## src/core/t16pg_defines.svh

```systemverilog
// constants of the 16-bit timer with pulse generator, one-shot and capture
// assumes: included by bare name from package and modules; definitions only
`ifndef T16PG_DEFINES_SVH
`define T16PG_DEFINES_SVH

// apb byte offsets, one aligned word each
`define T16PG_OFF_MODE      8'h00
`define T16PG_OFF_CCCTL     8'h04
`define T16PG_OFF_OUTCTL    8'h08
`define T16PG_OFF_PRESCALE  8'h0C
`define T16PG_OFF_COUNTER   8'h10
`define T16PG_OFF_CC_FIRST  8'h14
`define T16PG_OFF_CC_SECOND 8'h18

// mode_control_reg fields
`define T16PG_MC_OVF        0
`define T16PG_MC_MODE_LO    2
`define T16PG_MC_MODE_HI    3
// capture_compare_control_reg fields
`define T16PG_CC_FIRST_CAP  0
`define T16PG_CC_FIRST_TRB  1
`define T16PG_CC_SECOND_CAP 2
// output_control_reg fields
`define T16PG_OC_OUT_EN     0
`define T16PG_OC_TOGGLE_EN  1
`define T16PG_OC_OS_EN      5
`define T16PG_OC_OS_TRIG    6
// prescaler_mode_reg fields
`define T16PG_PM_DIV_LO     0
`define T16PG_PM_DIV_HI     2
`define T16PG_PM_EA_LO      4
`define T16PG_PM_EA_HI      5
`define T16PG_PM_EB_LO      6
`define T16PG_PM_EB_HI      7

// encodings
`define T16PG_MODE_STOP     2'h0
`define T16PG_MODE_FREE     2'h1
`define T16PG_MODE_CLR_EDGE 2'h2
`define T16PG_MODE_CLR_MAT  2'h3
`define T16PG_EDGE_FALL     2'h0
`define T16PG_EDGE_RISE     2'h1
`define T16PG_EDGE_NONE     2'h2
`define T16PG_EDGE_BOTH     2'h3
`define T16PG_OS_IDLE       3'h1
`define T16PG_OS_WAIT       3'h2
`define T16PG_OS_PULSE      3'h4

// values and widths
`define T16PG_CNT_ZERO      16'h0000
`define T16PG_CNT_MAX       16'hFFFF
`define T16PG_CNT_ONE       16'h0001
`define T16PG_DIV_W         3
`define T16PG_PRE_W         7
`define T16PG_PRE_ZERO      7'h00
`define T16PG_PRE_ONE       7'h01
`define T16PG_WORD_ZERO     32'h00000000

`endif

```

## src/core/t16pg_pkg.sv

```systemverilog
// types shared by the timer modules
// assumes: t16pg_defines.svh on the include path
`include "t16pg_defines.svh"

package t16pg_pkg;

    typedef enum logic [1:0] {
        T16PG_MODE_STOP     = `T16PG_MODE_STOP,
        T16PG_MODE_FREE     = `T16PG_MODE_FREE,
        T16PG_MODE_CLR_EDGE = `T16PG_MODE_CLR_EDGE,
        T16PG_MODE_CLR_MAT  = `T16PG_MODE_CLR_MAT
    } t16pg_mode_type;

    typedef enum logic [1:0] {
        T16PG_EDGE_FALL = `T16PG_EDGE_FALL,
        T16PG_EDGE_RISE = `T16PG_EDGE_RISE,
        T16PG_EDGE_NONE = `T16PG_EDGE_NONE,
        T16PG_EDGE_BOTH = `T16PG_EDGE_BOTH
    } t16pg_edge_type;

    typedef enum logic [2:0] {
        T16PG_OS_IDLE  = `T16PG_OS_IDLE,
        T16PG_OS_WAIT  = `T16PG_OS_WAIT,
        T16PG_OS_PULSE = `T16PG_OS_PULSE
    } t16pg_os_type;

    typedef struct packed {
        logic prev;
        logic seen;
    } t16pg_edge_state_type;

    typedef struct packed {
        logic [`T16PG_PRE_W-1:0] cnt;
    } t16pg_pre_state_type;

    typedef struct packed {
        logic [15:0]              cnt;
        logic [15:0]              cc_first;
        logic [15:0]              cc_second;
        t16pg_mode_type           mode;
        logic                     ovf;
        logic                     first_cap;
        logic                     first_trig_b;
        logic                     second_cap;
        logic                     out_en;
        logic                     toggle_en;
        logic                     os_en;
        logic [`T16PG_DIV_W-1:0]  div_sel;
        t16pg_edge_type           edge_a;
        t16pg_edge_type           edge_b;
        t16pg_os_type             os_state;
        logic                     out_level;
        logic                     out_pin;
        logic                     pend_clr;
        logic                     irq_first;
        logic                     irq_second;
        logic [31:0]              prdata;
    } t16pg_state_type;

endpackage : t16pg_pkg

```

## src/core/t16pg_edge_det.sv

```systemverilog
// valid-edge detector for one trigger input
// assumes: input synchronous to clk; first sample after reset is never an edge
`include "t16pg_defines.svh"
`timescale 1ns/1ps
`default_nettype none

module t16pg_edge_det (
    input  wire logic                  clk_in,    // system clock
    input  wire logic                  rst_b_in,  // synchronised reset, low active
    input  wire logic                  level_in,  // trigger input level
    input  wire t16pg_pkg::t16pg_edge_type sel_in, // which edge is valid
    output logic                       pulse_out  // one-cycle valid edge
);
    import t16pg_pkg::*;

    t16pg_edge_state_type s;
    t16pg_edge_state_type next_s;

    always_comb begin
        next_s      = s;
        next_s.prev = level_in;
        next_s.seen = 1'b1;
    end

    always_comb begin
        pulse_out = 1'b0;
        if (s.seen) begin
            case (sel_in)
                T16PG_EDGE_FALL: pulse_out = s.prev & ~level_in;
                T16PG_EDGE_RISE: pulse_out = ~s.prev & level_in;
                T16PG_EDGE_BOTH: pulse_out = s.prev ^ level_in;
                default:         pulse_out = 1'b0;
            endcase
        end
    end

    always_ff @(posedge clk_in or negedge rst_b_in) begin
        if (!rst_b_in) begin
            s <= '0;
        end else begin
            s <= next_s;
        end
    end

endmodule : t16pg_edge_det
`default_nettype wire

```

## src/core/t16pg_prescaler.sv

```systemverilog
// count clock divider: one-cycle tick every 2**div_sel system clocks
// assumes: run_in low holds the divider at zero so each start is aligned
`include "t16pg_defines.svh"
`timescale 1ns/1ps
`default_nettype none

module t16pg_prescaler (
    input  wire logic                    clk_in,    // system clock
    input  wire logic                    rst_b_in,  // synchronised reset, low active
    input  wire logic                    run_in,    // counter running
    input  wire logic [`T16PG_DIV_W-1:0] div_in,    // divide exponent
    output logic                         tick_out   // count clock enable
);
    import t16pg_pkg::*;

    t16pg_pre_state_type s;
    t16pg_pre_state_type next_s;
    logic [`T16PG_PRE_W-1:0] mask;

    always_comb begin
        mask     = (`T16PG_PRE_ONE << div_in) - `T16PG_PRE_ONE;
        tick_out = run_in && ((s.cnt & mask) == mask);
        next_s   = s;
        if (!run_in || tick_out) begin
            next_s.cnt = `T16PG_PRE_ZERO;
        end else begin
            next_s.cnt = s.cnt + `T16PG_PRE_ONE;
        end
    end

    always_ff @(posedge clk_in or negedge rst_b_in) begin
        if (!rst_b_in) begin
            s <= '0;
        end else begin
            s <= next_s;
        end
    end

endmodule : t16pg_prescaler
`default_nettype wire

```

## src/core/t16pg_top.sv

```systemverilog
// 16-bit timer/event counter with two capture/compare registers, apb slave
// assumes: apb master per amba, trigger inputs synchronous to clk_sys_in
//
// Behaviour
// - first register captures on selected trigger A/B
// - second register captures on trigger A only
// - free-run compare matches raise irqs, no clear
// - mode 11 drives repeating pulse train
// - period first+1, duty (second+1)/(first+1)
// - pulse mode: first match clears, second doesn't
// - one-shot needs mode 01/10 and enable
// - soft bit or A edge restarts, one pulse
// - one-shot matches raise irq and toggle output
// - pulse after first+1, lasts second minus first
// - two-input width: A to second, B to first
// - overflow flag sticky until software writes zero
// - counter wraps at maximum, sets overflow
`include "t16pg_defines.svh"
`timescale 1ns/1ps
`default_nettype none

module t16pg_top (
    input  wire logic        clk_sys_in,          // 100 MHz system clock
    input  wire logic        rst_b_in,            // async reset, low active
    input  wire logic        psel_in,             // apb select
    input  wire logic        penable_in,          // apb access phase
    input  wire logic        pwrite_in,           // apb write
    input  wire logic [7:0]  paddr_in,            // apb byte address
    input  wire logic [31:0] pwdata_in,           // apb write data
    output logic [31:0]      prdata_out,          // apb read data
    output logic             pready_out,          // apb ready
    output logic             pslverr_out,         // apb error, unmapped
    input  wire logic        trigger_input_a_in,  // trigger input a
    input  wire logic        trigger_input_b_in,  // trigger input b
    output logic             timer_output_pin_out, // timer output
    output logic             first_match_irq_out, // first register event
    output logic             second_match_irq_out // second register event
);
    import t16pg_pkg::*;

    logic            rst_meta_b;
    logic            rst_sync_b;
    t16pg_state_type s;
    t16pg_state_type next_s;
    logic            tick;
    logic            edge_a;
    logic            edge_b;
    logic            wr_en;
    logic            os_ok;
    logic            soft_trig;
    logic            first_trig;
    logic            m_first;
    logic            m_second;

    // release is synchronised, assertion stays asynchronous
    always_ff @(posedge clk_sys_in or negedge rst_b_in) begin
        if (!rst_b_in) begin
            rst_meta_b <= 1'b0;
            rst_sync_b <= 1'b0;
        end else begin
            rst_meta_b <= 1'b1;
            rst_sync_b <= rst_meta_b;
        end
    end

    t16pg_prescaler u_pre (
        .clk_in   (clk_sys_in),
        .rst_b_in (rst_sync_b),
        .run_in   (s.mode != T16PG_MODE_STOP),
        .div_in   (s.div_sel),
        .tick_out (tick)
    );

    t16pg_edge_det u_edge_a (
        .clk_in    (clk_sys_in),
        .rst_b_in  (rst_sync_b),
        .level_in  (trigger_input_a_in),
        .sel_in    (s.edge_a),
        .pulse_out (edge_a)
    );

    t16pg_edge_det u_edge_b (
        .clk_in    (clk_sys_in),
        .rst_b_in  (rst_sync_b),
        .level_in  (trigger_input_b_in),
        .sel_in    (s.edge_b),
        .pulse_out (edge_b)
    );

    // a register in capture use never compares
    function automatic logic cmp_hit(input logic [15:0] cnt, input logic [15:0] val,
                                     input logic cap);
        cmp_hit = !cap && (cnt == val);
    endfunction : cmp_hit

    function automatic logic is_mapped(input logic [7:0] addr);
        case (addr)
            `T16PG_OFF_MODE, `T16PG_OFF_CCCTL, `T16PG_OFF_OUTCTL, `T16PG_OFF_PRESCALE,
            `T16PG_OFF_COUNTER, `T16PG_OFF_CC_FIRST, `T16PG_OFF_CC_SECOND: is_mapped = 1'b1;
            default: is_mapped = 1'b0;
        endcase
    endfunction : is_mapped

    function automatic logic [31:0] read_mux(input logic [7:0] addr,
                                             input t16pg_state_type st);
        logic [31:0] d;
        d = `T16PG_WORD_ZERO;
        case (addr)
            `T16PG_OFF_MODE: begin
                d[`T16PG_MC_MODE_HI:`T16PG_MC_MODE_LO] = st.mode;
                d[`T16PG_MC_OVF]                       = st.ovf;
            end
            `T16PG_OFF_CCCTL: begin
                d[`T16PG_CC_FIRST_CAP]  = st.first_cap;
                d[`T16PG_CC_FIRST_TRB]  = st.first_trig_b;
                d[`T16PG_CC_SECOND_CAP] = st.second_cap;
            end
            `T16PG_OFF_OUTCTL: begin
                d[`T16PG_OC_OUT_EN]    = st.out_en;
                d[`T16PG_OC_TOGGLE_EN] = st.toggle_en;
                d[`T16PG_OC_OS_EN]     = st.os_en;
            end
            `T16PG_OFF_PRESCALE: begin
                d[`T16PG_PM_DIV_HI:`T16PG_PM_DIV_LO] = st.div_sel;
                d[`T16PG_PM_EA_HI:`T16PG_PM_EA_LO]   = st.edge_a;
                d[`T16PG_PM_EB_HI:`T16PG_PM_EB_LO]   = st.edge_b;
            end
            `T16PG_OFF_COUNTER:   d[15:0] = st.cnt;
            `T16PG_OFF_CC_FIRST:  d[15:0] = st.cc_first;
            `T16PG_OFF_CC_SECOND: d[15:0] = st.cc_second;
            default:              d = `T16PG_WORD_ZERO;
        endcase
        read_mux = d;
    endfunction : read_mux

    always_comb begin
        wr_en     = psel_in && penable_in && pwrite_in;
        os_ok     = s.os_en && ((s.mode == T16PG_MODE_FREE) ||
                                (s.mode == T16PG_MODE_CLR_EDGE));
        soft_trig = wr_en && (paddr_in == `T16PG_OFF_OUTCTL) &&
                    pwdata_in[`T16PG_OC_OS_TRIG];
        first_trig = s.first_trig_b ? edge_b : edge_a;
        m_first   = cmp_hit(s.cnt, s.cc_first, s.first_cap);
        m_second  = cmp_hit(s.cnt, s.cc_second, s.second_cap);

        next_s            = s;
        next_s.irq_first  = 1'b0;
        next_s.irq_second = 1'b0;

        // software writes first, so hardware updates below win the same cycle
        if (wr_en) begin
            case (paddr_in)
                `T16PG_OFF_MODE: begin
                    next_s.mode = t16pg_mode_type'(pwdata_in[`T16PG_MC_MODE_HI:`T16PG_MC_MODE_LO]);
                    next_s.ovf  = s.ovf & pwdata_in[`T16PG_MC_OVF];
                end
                `T16PG_OFF_CCCTL: begin
                    next_s.first_cap    = pwdata_in[`T16PG_CC_FIRST_CAP];
                    next_s.first_trig_b = pwdata_in[`T16PG_CC_FIRST_TRB];
                    next_s.second_cap   = pwdata_in[`T16PG_CC_SECOND_CAP];
                end
                `T16PG_OFF_OUTCTL: begin
                    next_s.out_en    = pwdata_in[`T16PG_OC_OUT_EN];
                    next_s.toggle_en = pwdata_in[`T16PG_OC_TOGGLE_EN];
                    next_s.os_en     = pwdata_in[`T16PG_OC_OS_EN];
                end
                `T16PG_OFF_PRESCALE: begin
                    next_s.div_sel = pwdata_in[`T16PG_PM_DIV_HI:`T16PG_PM_DIV_LO];
                    next_s.edge_a  = t16pg_edge_type'(pwdata_in[`T16PG_PM_EA_HI:`T16PG_PM_EA_LO]);
                    next_s.edge_b  = t16pg_edge_type'(pwdata_in[`T16PG_PM_EB_HI:`T16PG_PM_EB_LO]);
                end
                `T16PG_OFF_CC_FIRST:  next_s.cc_first  = pwdata_in[15:0];
                `T16PG_OFF_CC_SECOND: next_s.cc_second = pwdata_in[15:0];
                default: next_s.cc_first = s.cc_first;
            endcase
        end

        // restart requests wait for the next count clock so timing is tick-exact
        if ((os_ok && (soft_trig || edge_a)) ||
            (s.mode == T16PG_MODE_CLR_EDGE && edge_a)) begin
            next_s.pend_clr = 1'b1;
        end

        // captures act on the system clock, a capture beats a same-cycle write
        if (s.first_cap && first_trig && s.mode != T16PG_MODE_STOP) begin
            next_s.cc_first  = s.cnt;
            next_s.irq_first = 1'b1;
        end
        if (s.second_cap && edge_a && s.mode != T16PG_MODE_STOP) begin
            next_s.cc_second  = s.cnt;
            next_s.irq_second = 1'b1;
        end

        if (s.mode == T16PG_MODE_STOP) begin
            next_s.cnt       = `T16PG_CNT_ZERO;
            next_s.pend_clr  = 1'b0;
            next_s.os_state  = T16PG_OS_IDLE;
            next_s.out_level = 1'b0;
        end else if (tick) begin
            if (m_first) begin
                next_s.irq_first = 1'b1;
            end
            if (m_second) begin
                next_s.irq_second = 1'b1;
            end

            if (s.pend_clr) begin
                next_s.cnt      = `T16PG_CNT_ZERO;
                next_s.pend_clr = 1'b0;
            end else if (s.mode == T16PG_MODE_CLR_MAT && m_first) begin
                next_s.cnt = `T16PG_CNT_ZERO;
            end else if (s.cnt == `T16PG_CNT_MAX) begin
                next_s.cnt = `T16PG_CNT_ZERO;
                next_s.ovf = 1'b1;
            end else begin
                next_s.cnt = s.cnt + `T16PG_CNT_ONE;
            end

            if (s.mode == T16PG_MODE_CLR_MAT) begin
                // high for counts 0..second, period first+1 counts
                next_s.out_level = (next_s.cnt <= s.cc_second);
            end else if (os_ok) begin
                if (s.pend_clr) begin
                    next_s.os_state  = T16PG_OS_WAIT;
                    next_s.out_level = 1'b0;
                end else begin
                    case (s.os_state)
                        T16PG_OS_WAIT: begin
                            if (m_first) begin
                                next_s.os_state  = T16PG_OS_PULSE;
                                next_s.out_level = ~s.out_level;
                            end
                        end
                        T16PG_OS_PULSE: begin
                            if (m_second) begin
                                next_s.os_state  = T16PG_OS_IDLE;
                                next_s.out_level = ~s.out_level;
                            end
                        end
                        T16PG_OS_IDLE: begin
                            next_s.out_level = 1'b0;
                        end
                        default: begin
                            next_s.os_state  = T16PG_OS_IDLE;
                            next_s.out_level = 1'b0;
                        end
                    endcase
                end
            end else if (s.toggle_en && (m_first || m_second)) begin
                next_s.out_level = ~s.out_level;
            end
        end

        next_s.out_pin = next_s.out_level & next_s.out_en;

        // read data is latched in the setup phase and stands through access
        if (psel_in && !penable_in) begin
            next_s.prdata = read_mux(paddr_in, s);
        end
    end

    always_ff @(posedge clk_sys_in or negedge rst_sync_b) begin
        if (!rst_sync_b) begin
            s          <= '0;
            s.os_state <= T16PG_OS_IDLE;
            s.edge_a   <= T16PG_EDGE_NONE;
            s.edge_b   <= T16PG_EDGE_NONE;
        end else begin
            s <= next_s;
        end
    end

    assign prdata_out           = s.prdata;
    assign pready_out           = 1'b1;
    assign pslverr_out          = psel_in && penable_in && !is_mapped(paddr_in);
    assign timer_output_pin_out = s.out_pin;
    assign first_match_irq_out  = s.irq_first;
    assign second_match_irq_out = s.irq_second;

endmodule : t16pg_top
`default_nettype wire

```

## config.mk

```make
export PLATFORM = sky130hd
export DESIGN_NAME = t16pg_top
export DESIGN_NICKNAME = d
export VERILOG_FILES = /design/src/core/t16pg_pkg.sv /design/src/core/t16pg_edge_det.sv /design/src/core/t16pg_prescaler.sv /design/src/core/t16pg_top.sv
export VERILOG_INCLUDE_DIRS = /design/src /design/src/core
export SDC_FILE = /design/constraint.sdc
export NUM_CORES = 1
export LEC_CHECK = 0
export BUFFER_PORTS_ARGS = -buffer_cell sky130_fd_sc_hd__buf_2
export CAP_MARGIN = 5
export CELL_PAD_IN_SITES_DETAIL_PLACEMENT = 1
export CELL_PAD_IN_SITES_GLOBAL_PLACEMENT = 1
export CORE_UTILIZATION = 45
export CTS_CLUSTER_DIAMETER = 150
export DETAILED_ROUTE_END_ITERATION = 8
export PLACE_DENSITY = 0.86
export SKIP_CTS_REPAIR_TIMING = 1
export SLEW_MARGIN = 0
export SYNTH_ARGS = -nofsm -noshare
export SYNTH_HDL_FRONTEND = slang
export SYNTH_SLANG_ARGS = --single-unit
```

## constraint.sdc

```tcl
create_clock -name clk_sys_in -period 3.9 [get_ports clk_sys_in]
set_clock_uncertainty 0.1 [all_clocks]
set_input_delay 0.195 -clock clk_sys_in [delete_from_list [all_inputs] [get_ports clk_sys_in]]
set_output_delay 0.195 -clock clk_sys_in [all_outputs]
set_load 0.03 [all_outputs]
```

==> flow_summary.html, run 1 <==
<table>
<tr><th>Metric</th><th>Value</th></tr>
<tr><th colspan="2">Pwr</th></tr>
<tr><td>Switching power of the nets</td><td>660 uW</td></tr>
<tr><td>Sequential power share</td><td>44.6%</td></tr>
<tr><td>Total power</td><td>about 2500 uW</td></tr>
<tr><td>Switch share</td><td>between 20% and 30%</td></tr>
<tr><td>Clock network power share</td><td>44.6%</td></tr>
<tr><td>Maximum ir drop on the vdd rail</td><td>224 uV</td></tr>
<tr><td>Total internal power</td><td>between 1500 and 2000 uW</td></tr>
<tr><td>Combinational share of power</td><td>10.8%</td></tr>
<tr><td>Leakage</td><td>about 0.0034 uW</td></tr>
<tr><td>Power Dens Cells</td><td>335 nW/um^2</td></tr>
<tr><th colspan="2">Timing</th></tr>
<tr><td>Final Max Tran Viols</td><td>0</td></tr>
<tr><td>Maximum clock rate</td><td>0.260 GHz</td></tr>
<tr><td>Number of endpoints with negative hold slack in the final report</td><td>0</td></tr>
<tr><td>Max-slew headroom at the worst pin</td><td>25.5%</td></tr>
<tr><td>Worst-case setup margin in the final layout</td><td>0.0507 ns</td></tr>
<tr><td>Final period util</td><td>98.7%</td></tr>
<tr><td>Min Clock Period, post-route</td><td>just under 4 ns</td></tr>
<tr><td>Slew at the pin closest to its max-slew limit</td><td>1.11 ns</td></tr>
<tr><td>Final Setup Violations</td><td>0</td></tr>
<tr><th colspan="2">Detailed routing</th></tr>
<tr><td>Vias/cell</td><td>6.37</td></tr>
<tr><td>Count of vias placed by the detailed router</td><td>between 6k and 7k</td></tr>
<tr><td>Remaining DRCs</td><td>0</td></tr>
<tr><td>Final wirelength</td><td>23.3 mm</td></tr>
<tr><td>Post-detailed-route wirelength per cell</td><td>24.5 um</td></tr>
<tr><td>Iter 0 DRT Violations</td><td>approximately 700</td></tr>
<tr><td>Remaining antenna violation count after routing</td><td>0</td></tr>
<tr><td>First-pass DRT Iterations</td><td>6</td></tr>
<tr><th colspan="2">Clock network</th></tr>
<tr><td>Clock sink total</td><td>100</td></tr>
<tr><td>Depth of the CTS H-tree</td><td>3</td></tr>
<tr><td>Root Buffer</td><td>sky130_fd_sc_hd__clkbuf_16</td></tr>
<tr><td>TritonCTS buffer count</td><td>9</td></tr>
<tr><td>CTS tree</td><td>built</td></tr>
<tr><td>Worst-case clock buffer depth</td><td>2</td></tr>
<tr><td>Clock insertion delay at the later pin of the skew report</td><td>0.36 ns</td></tr>
<tr><td>Clock input transition at the sequential cells of the worst setup and hold paths</td><td>0.07 ns</td></tr>
<tr><th colspan="2">Synthesis</th></tr>
<tr><td>Most area-consuming cells after synthesis</td><td>sky130_fd_sc_hd__dfrtp_1 (37%), sky130_fd_sc_hd__mux2i_1 (5.9%), sky130_fd_sc_hd__ha_1 (5.2%)</td></tr>
<tr><td>Number of warnings reported in the yosys synthesis log</td><td>0</td></tr>
<tr><td>Cells after Synth</td><td>726</td></tr>
<tr><td>Area share of the largest cell type after synthesis</td><td>between 30% and 40%</td></tr>
<tr><td>Most area-hungry cell type in the Yosys netlist</td><td>sky130_fd_sc_hd__dfrtp_1</td></tr>
<tr><td>Cell with the most instances after synthesis</td><td>sky130_fd_sc_hd__dfrtp_1</td></tr>
<tr><td>Cell Area, Synth</td><td>6490 sq um</td></tr>
<tr><td>Synth unique cells</td><td>61</td></tr>
<tr><td>Sequential fraction of the synthesis area</td><td>38.6%</td></tr>
<tr><td>Flops &amp; latches, synth</td><td>100</td></tr>
<tr><td>Async set-or-reset flop fraction in the synthesized netlist</td><td>100%</td></tr>
<tr><td>Leading register cell type out of synthesis</td><td>sky130_fd_sc_hd__dfrtp_1</td></tr>
<tr><td>Top cells by count, synth</td><td>sky130_fd_sc_hd__dfrtp_1 (97), sky130_fd_sc_hd__nand2_1 (85), sky130_fd_sc_hd__o21ai_0 (62)</td></tr>
<tr><td>Number of flops mapped to enable cells by yosys</td><td>0</td></tr>
<tr><td>Synthesized area per cell</td><td>8.94 sq um</td></tr>
<tr><th colspan="2">Place</th></tr>
<tr><td>Area post-placement</td><td>6810 sq um</td></tr>
<tr><td>Place WS</td><td>-0.00269 ns</td></tr>
<tr><td>Placer's final routability congestion estimate</td><td>0.870</td></tr>
<tr><td>Post-detailed-placement half-perimeter wirelength</td><td>14.3 mm</td></tr>
<tr><td>Count of port buffers added during placement</td><td>50</td></tr>
<tr><th colspan="2">Die</th></tr>
<tr><td>Core Area</td><td>approximately 14000 sq um</td></tr>
<tr><td>Initial Utilization</td><td>46.4%</td></tr>
<tr><td>Floorplan die height</td><td>122 um</td></tr>
<tr><td>Die footprint</td><td>between 10000 and 15000 sq um</td></tr>
<tr><td>Boundary pin count</td><td>84</td></tr>
<tr><td>Number of rows in the core area</td><td>43</td></tr>
<tr><td>DIE WIDTH</td><td>around 120 um</td></tr>
<tr><th colspan="2">Finish</th></tr>
<tr><td>Final-stage net count</td><td>between 800 and 900</td></tr>
<tr><td>Ratio of cells with drive above 1 in the final layout</td><td>21.3%</td></tr>
<tr><td>Multi-input combinational cell area</td><td>3570 sq um</td></tr>
<tr><td>Antenna diodes</td><td>0</td></tr>
<tr><td>Cell area after layout</td><td>7400 sq um</td></tr>
<tr><td>Synthesis-to-finish area growth</td><td>14.0%</td></tr>
<tr><td>Total area of sequential cells</td><td>2520 sq um</td></tr>
<tr><td>Fillcell total</td><td>1632</td></tr>
<tr><th colspan="2">Global routing</th></tr>
<tr><td>Global routing usage summed across all routing layers</td><td>30.7%</td></tr>
<tr><td>Vias in the first global route</td><td>6181</td></tr>
<tr><td>Wire length of the first global-routing pass</td><td>34.4 mm</td></tr>
<tr><td>Number of antenna violations at the first check in global routing</td><td>0</td></tr>
<tr><td>Largest net degree at the start of global routing</td><td>76</td></tr>
<tr><td>Total congestion overflow</td><td>0</td></tr>
<tr><th colspan="2">Critical path</th></tr>
<tr><td>Crit path launch type</td><td>flip-flop</td></tr>
<tr><td>CP most frequent cell</td><td>sky130_fd_sc_hd__a21oi_1</td></tr>
<tr><td>Crit path cell chain</td><td>ha_2 &gt; nand3_1 &gt; nor4_2 &gt; and4_2 &gt; nand3_1 &gt; nand2b_4 &gt; buf_4 &gt; buf_4 &gt; nor2_1 &gt; ha_1 &gt; a21oi_1 &gt; o22ai_1 &gt; o21a_1 &gt; o21bai_1 &gt; a21oi_1 &gt; a211o_1 &gt; a21oi_1</td></tr>
<tr><td>Data arrival time of the worst path</td><td>4.01 ns</td></tr>
<tr><td>Worst-case reg-to-reg path depth</td><td>17</td></tr>
<tr><td>Slowest library cell on the worst path</td><td>sky130_fd_sc_hd__dfrtp_1</td></tr>
<tr><td>Required time at the worst-slack endpoint</td><td>4.06 ns</td></tr>
<tr><td>Critical path peak fanout</td><td>5</td></tr>
<tr><td>Critical path endpoint category</td><td>flip-flop</td></tr>
<tr><td>Largest stage delay on the critical path</td><td>0.39 ns</td></tr>
<tr><td>Crit Path Category</td><td>flip-flop to flip-flop</td></tr>
<tr><th colspan="2">Worst hold path</th></tr>
<tr><td>Worst hold path depth</td><td>2</td></tr>
<tr><td>Kind of path behind the tightest hold check</td><td>primary input to flip-flop</td></tr>
<tr><th colspan="2">Outcome</th></tr>
<tr><td>Status</td><td>completed</td></tr>
<tr><th colspan="2">Job</th></tr>
<tr><td>Maximum Capacitance Violations</td><td>0</td></tr>
</table>
==> cell families after synthesis <==
logic type | count (synthesis) | synth area share (%)
and+or+nand+nor | 228 | 16.7
AOI/OAI and AO/OA | 150 | 14.5
buffers and inverters | 112 | 8.96
DFF | 100 | 38.6
muxes | 54 | 8.64
xor gates and xnor gates | 53 | 7.27
adders and majority gates | 27 | 5.21
other | 2 | 0.116
==> cells in the final DEF, fill, tap and decap left out, drive strengths merged, types with 4 or more instances in the layout <==
master,n
nand2,85
nand3,19
xor2,20
nor3,9
mux2,16
nand4,6
o31ai,11
inv,30
a22o,4
and2,4
nor2,58
clkbuf,11
or3,4
a222oi,5
a31oi,9
a21oi,20
a211oi,4
conb,19
a221oi,5
o21ai,62
nand2b,9
and3,7
buf,94
a22oi,9
nor4,4
xnor2,33
mux2i,38
dfrtp,97
ha,27
nor2b,7
o22ai,5
==> sequential cells by signal (all words and copies together), names as in the netlist <==
register and cells:
u_edge_b.s 2, u_pre.s 7, u_edge_a.s 1, prdata_out 16, timer_output_pin_out 1, second_match_irq_out 1
rst_sync_b 1, first_match_irq_out 1, s 69, rst_meta_b 1
==> per-stage QoR <==
step	instances	setup TNS [ns]	hold slack (ns)	utilization (%)
floorplan	743	0	-0.201	-
global placement	921	0	-0.120	48.7
detailed placement	921	-0.00269	-0.118	48.7
CTS	937	-0.0663	-0.482	51.3
global route	954	-0.215	0.0449	52.9
finish	954	0	0.0391	52.9
==> cell type report <==
type                       instances  area share, %
clock buffer                      11           3.42
inverter                          30           1.52
tap                              180           3.04
multi-input combinational        531           48.3
timing repair buffer              97           8.25
sequential                       100           34.0
clock inverter                     5           1.45
==> path summary, 6_finish.rpt <==
path	slack, ns	endpoint	startpoint
min in group asynchronous	0.07	rst_sync_b$_DFF_PN0_	rst_b_in
worst min-delay path	0.04	s[42]$_DFFE_PN0P_	pwdata_in[4]
worst min register to register	0.26	rst_sync_b$_DFF_PN0_	rst_meta_b$_DFF_PN0_
max in group asynchronous	2.30	s[41]$_DFFE_PN1P_	rst_sync_b$_DFF_PN0_
worst max register to register	0.05	timer_output_pin_out$_DFF_PN0_	s[89]$_DFFE_PN0N_
worst max-delay path	0.05	timer_output_pin_out$_DFF_PN0_	s[89]$_DFFE_PN0N_
==> worst max-delay path, delay by kind of cell, from the launching register on <==
kind | cells | cell delay [ns]
AND/OR/NAND/NOR | 6 | 1.25
AO/OA/AOI/OAI | 7 | 1.22
adder cells (fa/ha/maj) | 2 | 0.51
flip-flops | 1 | 0.39
buffers and inverters | 2 | 0.29
==> routing by layer <==
metal	global-route usage, %	wire [um]	vias up
met4	15.1	1060	0
met5	0	0	-
li1	-	-	2546
met1	38.3	9190	3037
met3	5.34	1810	103
met2	51.1	11300	392
==> power groups by stage <==
| stage | Combinational, uW | Sequential [uW] | Clock [uW] |
|---|---|---|---|
| after floorplan | 198 | 1120 | 0 |
| after global placement | 237 | 1120 | 0 |
| after detailed placement | 248 | 1120 | 0 |
| after CTS | 257 | 1100 | 1090 |
| after global routing | 284 | 1110 | 1140 |
| final | 267 | 1100 | 1100 |
Power figures use the tool's default switching activity.
==> run 2: changes to the inputs <==
--- a/config.mk
+++ b/config.mk
@@ -8,9 +8,7 @@
 export LEC_CHECK = 0
 export BUFFER_PORTS_ARGS = -buffer_cell sky130_fd_sc_hd__buf_2
 export CAP_MARGIN = 5
-export CELL_PAD_IN_SITES_DETAIL_PLACEMENT = 1
-export CELL_PAD_IN_SITES_GLOBAL_PLACEMENT = 1
-export CORE_UTILIZATION = 45
+export CORE_UTILIZATION = 59
 export CTS_CLUSTER_DIAMETER = 150
 export DETAILED_ROUTE_END_ITERATION = 8
 export PLACE_DENSITY = 0.86
==> run 2 against run 1 <==
Compared with the run above: the flow now finishes with violations (negative hold slack); worst setup slack better by 0.19 ns; final area is 4.6% lower; sequential cell count stayed put; global-route usage is 0.083 points higher; largest cell class unchanged; utilization is 14 points higher; sequential power hardly changed; first-iteration DRC count is 26% lower; critical path depth stayed put; via count is 10% lower; cell count is 5.6% lower; register-to-register slack better by 0.19 ns.
==> flow_summary.html, run 2 (synthesis results as in run 1) <==
<table>
<tr><th>Metric</th><th>Value</th></tr>
<tr><th colspan="2">Die</th></tr>
<tr><td>DIE WIDTH</td><td>roughly 110 um</td></tr>
<tr><td>Number of rows in the core area</td><td>37</td></tr>
<tr><td>Floorplan die height</td><td>about 110 um</td></tr>
<tr><td>Boundary pin count</td><td>84</td></tr>
<tr><td>Die footprint</td><td>11400 sq um</td></tr>
<tr><td>Core Area</td><td>approximately 11000 sq um</td></tr>
<tr><td>Initial Utilization</td><td>61.8%</td></tr>
<tr><th colspan="2">Detailed routing</th></tr>
<tr><td>Vias/cell</td><td>6.07</td></tr>
<tr><td>Remaining DRCs</td><td>0</td></tr>
<tr><td>Post-detailed-route wirelength per cell</td><td>18.4 um</td></tr>
<tr><td>Final wirelength</td><td>about 17 mm</td></tr>
<tr><td>Remaining antenna violation count after routing</td><td>0</td></tr>
<tr><td>Iter 0 DRT Violations</td><td>514</td></tr>
<tr><td>First-pass DRT Iterations</td><td>5</td></tr>
<tr><td>Count of vias placed by the detailed router</td><td>5469</td></tr>
<tr><th colspan="2">Finish</th></tr>
<tr><td>Commonest cells after routing, fill and taps aside</td><td>sky130_fd_sc_hd__dfrtp_1 (93), sky130_fd_sc_hd__nand2_1 (85), sky130_fd_sc_hd__o21ai_0 (62), sky130_fd_sc_hd__nor2_1 (58), sky130_fd_sc_hd__buf_2 (50)</td></tr>
<tr><td>Final-stage net count</td><td>about 830</td></tr>
<tr><td>Core occupancy in the finished layout</td><td>67.2%</td></tr>
<tr><td>Antenna diodes</td><td>0</td></tr>
<tr><td>Most common cell after layout, fill and taps aside</td><td>sky130_fd_sc_hd__dfrtp_1</td></tr>
<tr><td>Fillcell total</td><td>795</td></tr>
<tr><td>Synthesis-to-finish area growth</td><td>8.77%</td></tr>
<tr><td>Final Non-Filler Cells</td><td>approximately 900</td></tr>
<tr><td>Ratio of cells with drive above 1 in the final layout</td><td>17.9%</td></tr>
<tr><td>Total area of sequential cells</td><td>2510 sq um</td></tr>
<tr><td>Register with the most flip-flops</td><td>s</td></tr>
<tr><td>Flip-flop count of the largest register, all copies and words added</td><td>69</td></tr>
<tr><td>Multi-input combinational cell area</td><td>3510 sq um</td></tr>
<tr><th colspan="2">Critical path</th></tr>
<tr><td>Data arrival time of the worst path</td><td>3.88 ns</td></tr>
<tr><td>Worst-case reg-to-reg path depth</td><td>17</td></tr>
<tr><td>Crit Path Category</td><td>flip-flop to flip-flop</td></tr>
<tr><td>Critical path peak fanout</td><td>5</td></tr>
<tr><td>Critical path endpoint category</td><td>flip-flop</td></tr>
<tr><td>Crit path launch type</td><td>flip-flop</td></tr>
<tr><td>Required time at the worst-slack endpoint</td><td>4.12 ns</td></tr>
<tr><th colspan="2">Pwr</th></tr>
<tr><td>Leakage</td><td>~0.0033 uW</td></tr>
<tr><td>Combinational share of power</td><td>between 10% and 20%</td></tr>
<tr><td>Clock network power share</td><td>34.4%</td></tr>
<tr><td>Total internal power</td><td>1480 uW</td></tr>
<tr><td>Maximum ir drop on the vdd rail</td><td>292 uV</td></tr>
<tr><td>Total power</td><td>2050 uW</td></tr>
<tr><td>Switch share</td><td>27.7%</td></tr>
<tr><td>Power Dens Cells</td><td>approximately 290 nW/um^2</td></tr>
<tr><td>Sequential power share</td><td>a little over half</td></tr>
<tr><td>Switching power of the nets</td><td>about 570 uW</td></tr>
<tr><th colspan="2">Timing</th></tr>
<tr><td>Worst-case setup margin in the final layout</td><td>0.240 ns</td></tr>
<tr><td>Slew at the pin closest to its max-slew limit</td><td>1.10 ns</td></tr>
<tr><td>Maximum clock rate</td><td>0.273 GHz</td></tr>
<tr><td>Worst hold-check slack</td><td>-0.0165 ns</td></tr>
<tr><td>Min Clock Period, post-route</td><td>3.66 ns</td></tr>
<tr><td>Max-slew headroom at the worst pin</td><td>26.0%</td></tr>
<tr><td>Final Max Tran Viols</td><td>0</td></tr>
<tr><td>Number of endpoints with negative hold slack in the final report</td><td>1</td></tr>
<tr><td>Final Setup Violations</td><td>0</td></tr>
<tr><td>Final period util</td><td>between 90 and 100%</td></tr>
<tr><th colspan="2">Place</th></tr>
<tr><td>Place WS</td><td>0.131 ns</td></tr>
<tr><td>Placer's final routability congestion estimate</td><td>0.941</td></tr>
<tr><td>Post-detailed-placement half-perimeter wirelength</td><td>12.2 mm</td></tr>
<tr><td>Count of port buffers added during placement</td><td>50</td></tr>
<tr><td>Cell Count Post-Placement</td><td>880</td></tr>
<tr><th colspan="2">Worst hold path</th></tr>
<tr><td>Kind of path behind the tightest hold check</td><td>primary input to flip-flop</td></tr>
<tr><td>Worst hold path depth</td><td>2</td></tr>
<tr><th colspan="2">Global routing</th></tr>
<tr><td>Global routing usage summed across all routing layers</td><td>30.8%</td></tr>
<tr><td>Wire length of the first global-routing pass</td><td>between 20 and 30 mm</td></tr>
<tr><td>Vias in the first global route</td><td>between 5k and 6k</td></tr>
<tr><td>Total congestion overflow</td><td>0</td></tr>
<tr><td>Number of antenna violations at the first check in global routing</td><td>0</td></tr>
<tr><td>Largest net degree at the start of global routing</td><td>between 40 and 50</td></tr>
<tr><th colspan="2">Clock network</th></tr>
<tr><td>TritonCTS buffer count</td><td>9</td></tr>
<tr><td>Root Buffer</td><td>sky130_fd_sc_hd__clkbuf_8</td></tr>
<tr><td>Worst-case clock buffer depth</td><td>2</td></tr>
<tr><td>Clock input transition at the sequential cells of the worst setup and hold paths</td><td>0.10 ns</td></tr>
<tr><td>Clock sink total</td><td>100</td></tr>
<tr><td>Depth of the CTS H-tree</td><td>3</td></tr>
<tr><td>Clock insertion delay at the later pin of the skew report</td><td>0.40 ns</td></tr>
<tr><td>CTS tree</td><td>built</td></tr>
<tr><th colspan="2">Job</th></tr>
<tr><td>Maximum Capacitance Violations</td><td>0</td></tr>
<tr><th colspan="2">Outcome</th></tr>
<tr><td>Violated checks</td><td>negative hold slack</td></tr>
<tr><td>Status</td><td>finished, violations left</td></tr>
</table>
run 2: power by group through the flow:
| stage | clock (uW) | combinational (uW) | sequential, uW |
|---|---|---|---|
| floorplan | 0 | 198 | 1120 |
| global placement | 0 | 238 | 1110 |
| detailed placement | 0 | 244 | 1120 |
| CTS | 713 | 247 | 1100 |
| global route | 752 | 275 | 1100 |
| finish | 707 | 251 | 1090 |
run 2: stage by stage:
step                area, sq um  setup TNS, ns
floorplan                  6550              0
global placement           6770              0
detailed placement         6770              0
CTS                        6980              0
global route               7060       -0.00310
finish                     7060              0
run 2: final timing paths:
kind                                            from           endpoint  slack, ns
worst max register to register     s[89]$_DFFE_PN0N_    s[36]$_DFF_PN0_       0.24
worst max-delay path               s[89]$_DFFE_PN0N_    s[36]$_DFF_PN0_       0.24
worst min register to register  rst_sync_b$_DFF_PN0_    s[36]$_DFF_PN0_       0.22
min in group asynchronous       rst_sync_b$_DFF_PN0_    s[36]$_DFF_PN0_       0.22
max in group asynchronous       rst_sync_b$_DFF_PN0_  s[91]$_DFFE_PN0N_       2.54
worst min-delay path                    pwdata_in[4]  s[42]$_DFFE_PN0P_      -0.02
run 2: area by class of cell:
cell class,instances,share of cell area (%)
Inverter,30,1.60
Tap cell,136,2.41
Sequential cell,100,35.6
Clock buffer,13,2.25
Clock inverter,3,0.656
Multi-Input combinational cell,531,49.7
Timing Repair Buffer,88,7.76
run 2: routing by layer:
| layer | vias to the layer above | track usage [%] | part of all wire, % |
|---|---|---|---|
| met5 | - | 0 | 0 |
| met4 | 0 | 12.7 | 2.8 |
| met3 | 43 | 9.06 | 8.7 |
| met2 | 269 | 50.5 | 48 |
| met1 | 2634 | 37.9 | 41 |
| li1 | 2523 | - | - |
run 2: critical path, cell delays in order (launching register included):
cell and delay [ns]:
sky130_fd_sc_hd__dfrtp_1 0.37, sky130_fd_sc_hd__ha_1 0.23, sky130_fd_sc_hd__nand3_1 0.19, sky130_fd_sc_hd__nor4_4 0.34
sky130_fd_sc_hd__buf_4 0.18, sky130_fd_sc_hd__and4_1 0.21, sky130_fd_sc_hd__nand3_1 0.16, sky130_fd_sc_hd__nand2b_4 0.14
sky130_fd_sc_hd__buf_4 0.12, sky130_fd_sc_hd__nor2_1 0.04, sky130_fd_sc_hd__ha_1 0.30, sky130_fd_sc_hd__nand4_1 0.13
sky130_fd_sc_hd__nor2_1 0.12, sky130_fd_sc_hd__nand3_1 0.10, sky130_fd_sc_hd__o31ai_1 0.27, sky130_fd_sc_hd__a21oi_1 0.10
sky130_fd_sc_hd__a211o_1 0.27, sky130_fd_sc_hd__o21ai_0 0.20
==> run 3: changes to the inputs <==
--- a/config.mk
+++ b/config.mk
@@ -12,6 +12,7 @@
 export CTS_CLUSTER_DIAMETER = 150
 export DETAILED_ROUTE_END_ITERATION = 8
 export PLACE_DENSITY = 0.86
+export REMOVE_ABC_BUFFERS = 1
 export SKIP_CTS_REPAIR_TIMING = 1
 export SLEW_MARGIN = 0
 export SYNTH_ARGS = -nofsm -noshare
==> run 3 against run 2 <==
Compared with the run above: the run now ends clean; routed wire length increased by 1.3%; power increased by 2.6%; final area decreased by 0.46%; hold slack improved by 0.017 ns; first-iteration DRC count increased by 20%; highest routed layer unchanged.
==> flow_summary.html, run 3 (synthesis results as in run 1) <==
<table>
<tr><th>Metric</th><th>Value</th></tr>
<tr><th colspan="2">Outcome</th></tr>
<tr><td>Status</td><td>completed</td></tr>
<tr><th colspan="2">Clock network</th></tr>
<tr><td>TritonCTS buffer count</td><td>9</td></tr>
<tr><td>Clock sink total</td><td>100</td></tr>
<tr><td>Clock insertion delay at the later pin of the skew report</td><td>0.38 ns</td></tr>
<tr><td>Clock input transition at the sequential cells of the worst setup and hold paths</td><td>0.09 ns</td></tr>
<tr><td>Depth of the CTS H-tree</td><td>3</td></tr>
<tr><td>CTS tree</td><td>built</td></tr>
<tr><td>Root Buffer</td><td>sky130_fd_sc_hd__clkbuf_8</td></tr>
<tr><td>Worst-case clock buffer depth</td><td>2</td></tr>
<tr><th colspan="2">Critical path</th></tr>
<tr><td>Data arrival time of the worst path</td><td>3.86 ns</td></tr>
<tr><td>Required time at the worst-slack endpoint</td><td>around 4 ns</td></tr>
<tr><td>Beginning of the critical path</td><td>s[88]$_DFFE_PN0N_</td></tr>
<tr><td>Critical register-to-register path startpoint</td><td>s[88]$_DFFE_PN0N_</td></tr>
<tr><td>Flop2flop setup slack</td><td>0.24 ns</td></tr>
<tr><td>Critical path peak fanout</td><td>10</td></tr>
<tr><td>Setup crit end</td><td>s[36]$_DFF_PN0_</td></tr>
<tr><td>Worst-case reg-to-reg path depth</td><td>17</td></tr>
<tr><td>RR Endpoint</td><td>s[36]$_DFF_PN0_</td></tr>
<tr><td>Crit Path Category</td><td>flip-flop to flip-flop</td></tr>
<tr><td>Critical path endpoint category</td><td>flip-flop</td></tr>
<tr><td>Crit path launch type</td><td>flip-flop</td></tr>
<tr><th colspan="2">Global routing</th></tr>
<tr><td>Largest net degree at the start of global routing</td><td>74</td></tr>
<tr><td>Number of antenna violations at the first check in global routing</td><td>0</td></tr>
<tr><td>Total congestion overflow</td><td>0</td></tr>
<tr><td>Global routing usage summed across all routing layers</td><td>31.3%</td></tr>
<tr><td>Vias in the first global route</td><td>5621</td></tr>
<tr><td>Wire length of the first global-routing pass</td><td>27.9 mm</td></tr>
<tr><th colspan="2">Pwr</th></tr>
<tr><td>Leakage</td><td>0.00322 uW</td></tr>
<tr><td>Maximum ir drop on the vdd rail</td><td>roughly 180 uV</td></tr>
<tr><td>Power Dens Cells</td><td>between 200 and 300 nW/um^2</td></tr>
<tr><th colspan="2">Place</th></tr>
<tr><td>Area post-placement</td><td>just under 7000 sq um</td></tr>
<tr><td>Place WS</td><td>0.287 ns</td></tr>
<tr><td>Placer's final routability congestion estimate</td><td>0.968</td></tr>
<tr><td>Count of port buffers added during placement</td><td>50</td></tr>
<tr><td>Post-detailed-placement half-perimeter wirelength</td><td>between 10 and 15 mm</td></tr>
<tr><th colspan="2">Timing</th></tr>
<tr><td>Maximum clock rate</td><td>0.273 GHz</td></tr>
<tr><td>Slew at the pin closest to its max-slew limit</td><td>1.19 ns</td></tr>
<tr><td>Min Clock Period, post-route</td><td>roughly 3.7 ns</td></tr>
<tr><td>Final period util</td><td>93.9%</td></tr>
<tr><td>Final Max Tran Viols</td><td>0</td></tr>
<tr><td>Worst hold-check slack</td><td>0.0000942 ns</td></tr>
<tr><td>Number of endpoints with negative hold slack in the final report</td><td>0</td></tr>
<tr><td>Max-slew headroom at the worst pin</td><td>between 20% and 30%</td></tr>
<tr><td>Setup TNS</td><td>0 ns</td></tr>
<tr><td>Worst-case setup margin in the final layout</td><td>between 0.2 and 0.25 ns</td></tr>
<tr><td>Final Setup Violations</td><td>0</td></tr>
<tr><th colspan="2">Worst hold path</th></tr>
<tr><td>Kind of path behind the tightest hold check</td><td>primary input to flip-flop</td></tr>
<tr><th colspan="2">Detailed routing</th></tr>
<tr><td>Post-detailed-route wirelength per cell</td><td>18.8 um</td></tr>
<tr><td>Count of vias placed by the detailed router</td><td>around 5.5k</td></tr>
<tr><td>First-pass DRT Iterations</td><td>8</td></tr>
<tr><td>Vias/cell</td><td>6.20</td></tr>
<tr><td>Remaining antenna violation count after routing</td><td>0</td></tr>
<tr><td>Remaining DRCs</td><td>0</td></tr>
<tr><td>Final wirelength</td><td>16.8 mm</td></tr>
<tr><td>Iter 0 DRT Violations</td><td>615</td></tr>
<tr><th colspan="2">Die</th></tr>
<tr><td>Number of rows in the core area</td><td>37</td></tr>
<tr><td>Boundary pin count</td><td>84</td></tr>
<tr><td>Core Area</td><td>10500 sq um</td></tr>
<tr><td>Initial Utilization</td><td>61.8%</td></tr>
<tr><td>Floorplan die height</td><td>107 um</td></tr>
<tr><td>Die footprint</td><td>11400 sq um</td></tr>
<tr><td>DIE WIDTH</td><td>107 um</td></tr>
<tr><th colspan="2">Finish</th></tr>
<tr><td>Antenna diodes</td><td>0</td></tr>
<tr><td>Cell area after layout</td><td>around 7000 sq um</td></tr>
<tr><td>Ratio of cells with drive above 1 in the final layout</td><td>17.7%</td></tr>
<tr><td>Flip-flop count of the largest register, all copies and words added</td><td>between 60 and 70</td></tr>
<tr><td>Synthesis-to-finish area growth</td><td>8.27%</td></tr>
<tr><td>Most common cell after layout, fill and taps aside</td><td>sky130_fd_sc_hd__dfrtp_1</td></tr>
<tr><td>Commonest cells after routing, fill and taps aside</td><td>sky130_fd_sc_hd__dfrtp_1 (94), sky130_fd_sc_hd__nand2_1 (85), sky130_fd_sc_hd__o21ai_0 (62), sky130_fd_sc_hd__nor2_1 (58), sky130_fd_sc_hd__buf_2 (50)</td></tr>
<tr><td>Register with the most flip-flops</td><td>s</td></tr>
<tr><td>Final-stage net count</td><td>slightly above 800</td></tr>
<tr><th colspan="2">Job</th></tr>
<tr><td>Maximum Capacitance Violations</td><td>0</td></tr>
</table>
run 3: cell count changes in the layout (fill, tap and decap cells not counted), sizes merged:
cell and delta:
buf -4, clkbuf -2, dlygate4sd3 -2, bufinv +1
clkinvlp +1
run 3: power breakdown:
| group | internal [uW] | leakage [uW] | switching [uW] |
|---|---|---|---|
| combinational | 82.2 | 0.00178 | 162 |
| clock | 382 | 0.000106 | 380 |
| sequential | 1070 | 0.00133 | 35.8 |
run 3: how the worst min path moves through the flow:
stage / depth (start not counted) / endpoint / startpoint
6_report: 2 / s[42]$_DFFE_PN0P_ / pwdata_in[4]
2_1_floorplan: 0 / rst_meta_b$_DFF_PN0_ / rst_b_in
5_1_grt: 2 / s[42]$_DFFE_PN0P_ / pwdata_in[4]
4_1_cts: 1 / rst_sync_b$_DFF_PN0_ / rst_b_in
3_3_place_gp: 1 / rst_meta_b$_DFF_PN0_ / rst_b_in
3_5_place_dp: 1 / rst_sync_b$_DFF_PN0_ / rst_b_in
run 3: layout make-up:
type | instances | area, sq um
fill | 772 | 3480
inverter | 30 | 113
clock inverter | 5 | 83.8
tap | 136 | 170
sequential | 100 | 2510
multi-input combinational | 531 | 3510
timing repair buffer | 82 | 498
clock buffer | 11 | 141
run 3: through the flow:
step | std cells | utilization, % | power [uW]
floorplan | 661 | - | 1270
global placement | 875 | 64.2 | 1350
detailed placement | 875 | 64.2 | 1360
CTS | 891 | 66.4 | 2110
global route | 895 | 66.9 | 2180
finish | 895 | 66.9 | 2110
run 3: metal layers:
layer | track usage, % | part of all wire (%) | vias to the layer above
met3 | 6.81 | 8.4 | 60
met4 | 12.9 | 3.4 | 0
li1 | - | - | 2508
met2 | 50.6 | 48 | 289
met1 | 40.9 | 40 | 2688
met5 | 0 | 0 | -
run 3: critical path: stages, from the launching register on:
cell and delay [ns]:
sky130_fd_sc_hd__dfrtp_1 0.38, sky130_fd_sc_hd__ha_2 0.23, sky130_fd_sc_hd__nand3_1 0.14, sky130_fd_sc_hd__nor4_2 0.33, sky130_fd_sc_hd__buf_4 0.20, sky130_fd_sc_hd__and4_1 0.22
sky130_fd_sc_hd__nand3_1 0.13, sky130_fd_sc_hd__nand2b_1 0.18, sky130_fd_sc_hd__buf_4 0.20, sky130_fd_sc_hd__nor2_1 0.06, sky130_fd_sc_hd__ha_1 0.28, sky130_fd_sc_hd__nand4_1 0.11
sky130_fd_sc_hd__nor2_1 0.12, sky130_fd_sc_hd__nand3_1 0.11, sky130_fd_sc_hd__o31ai_1 0.27, sky130_fd_sc_hd__a21oi_1 0.09, sky130_fd_sc_hd__a211o_1 0.26, sky130_fd_sc_hd__o21ai_0 0.16
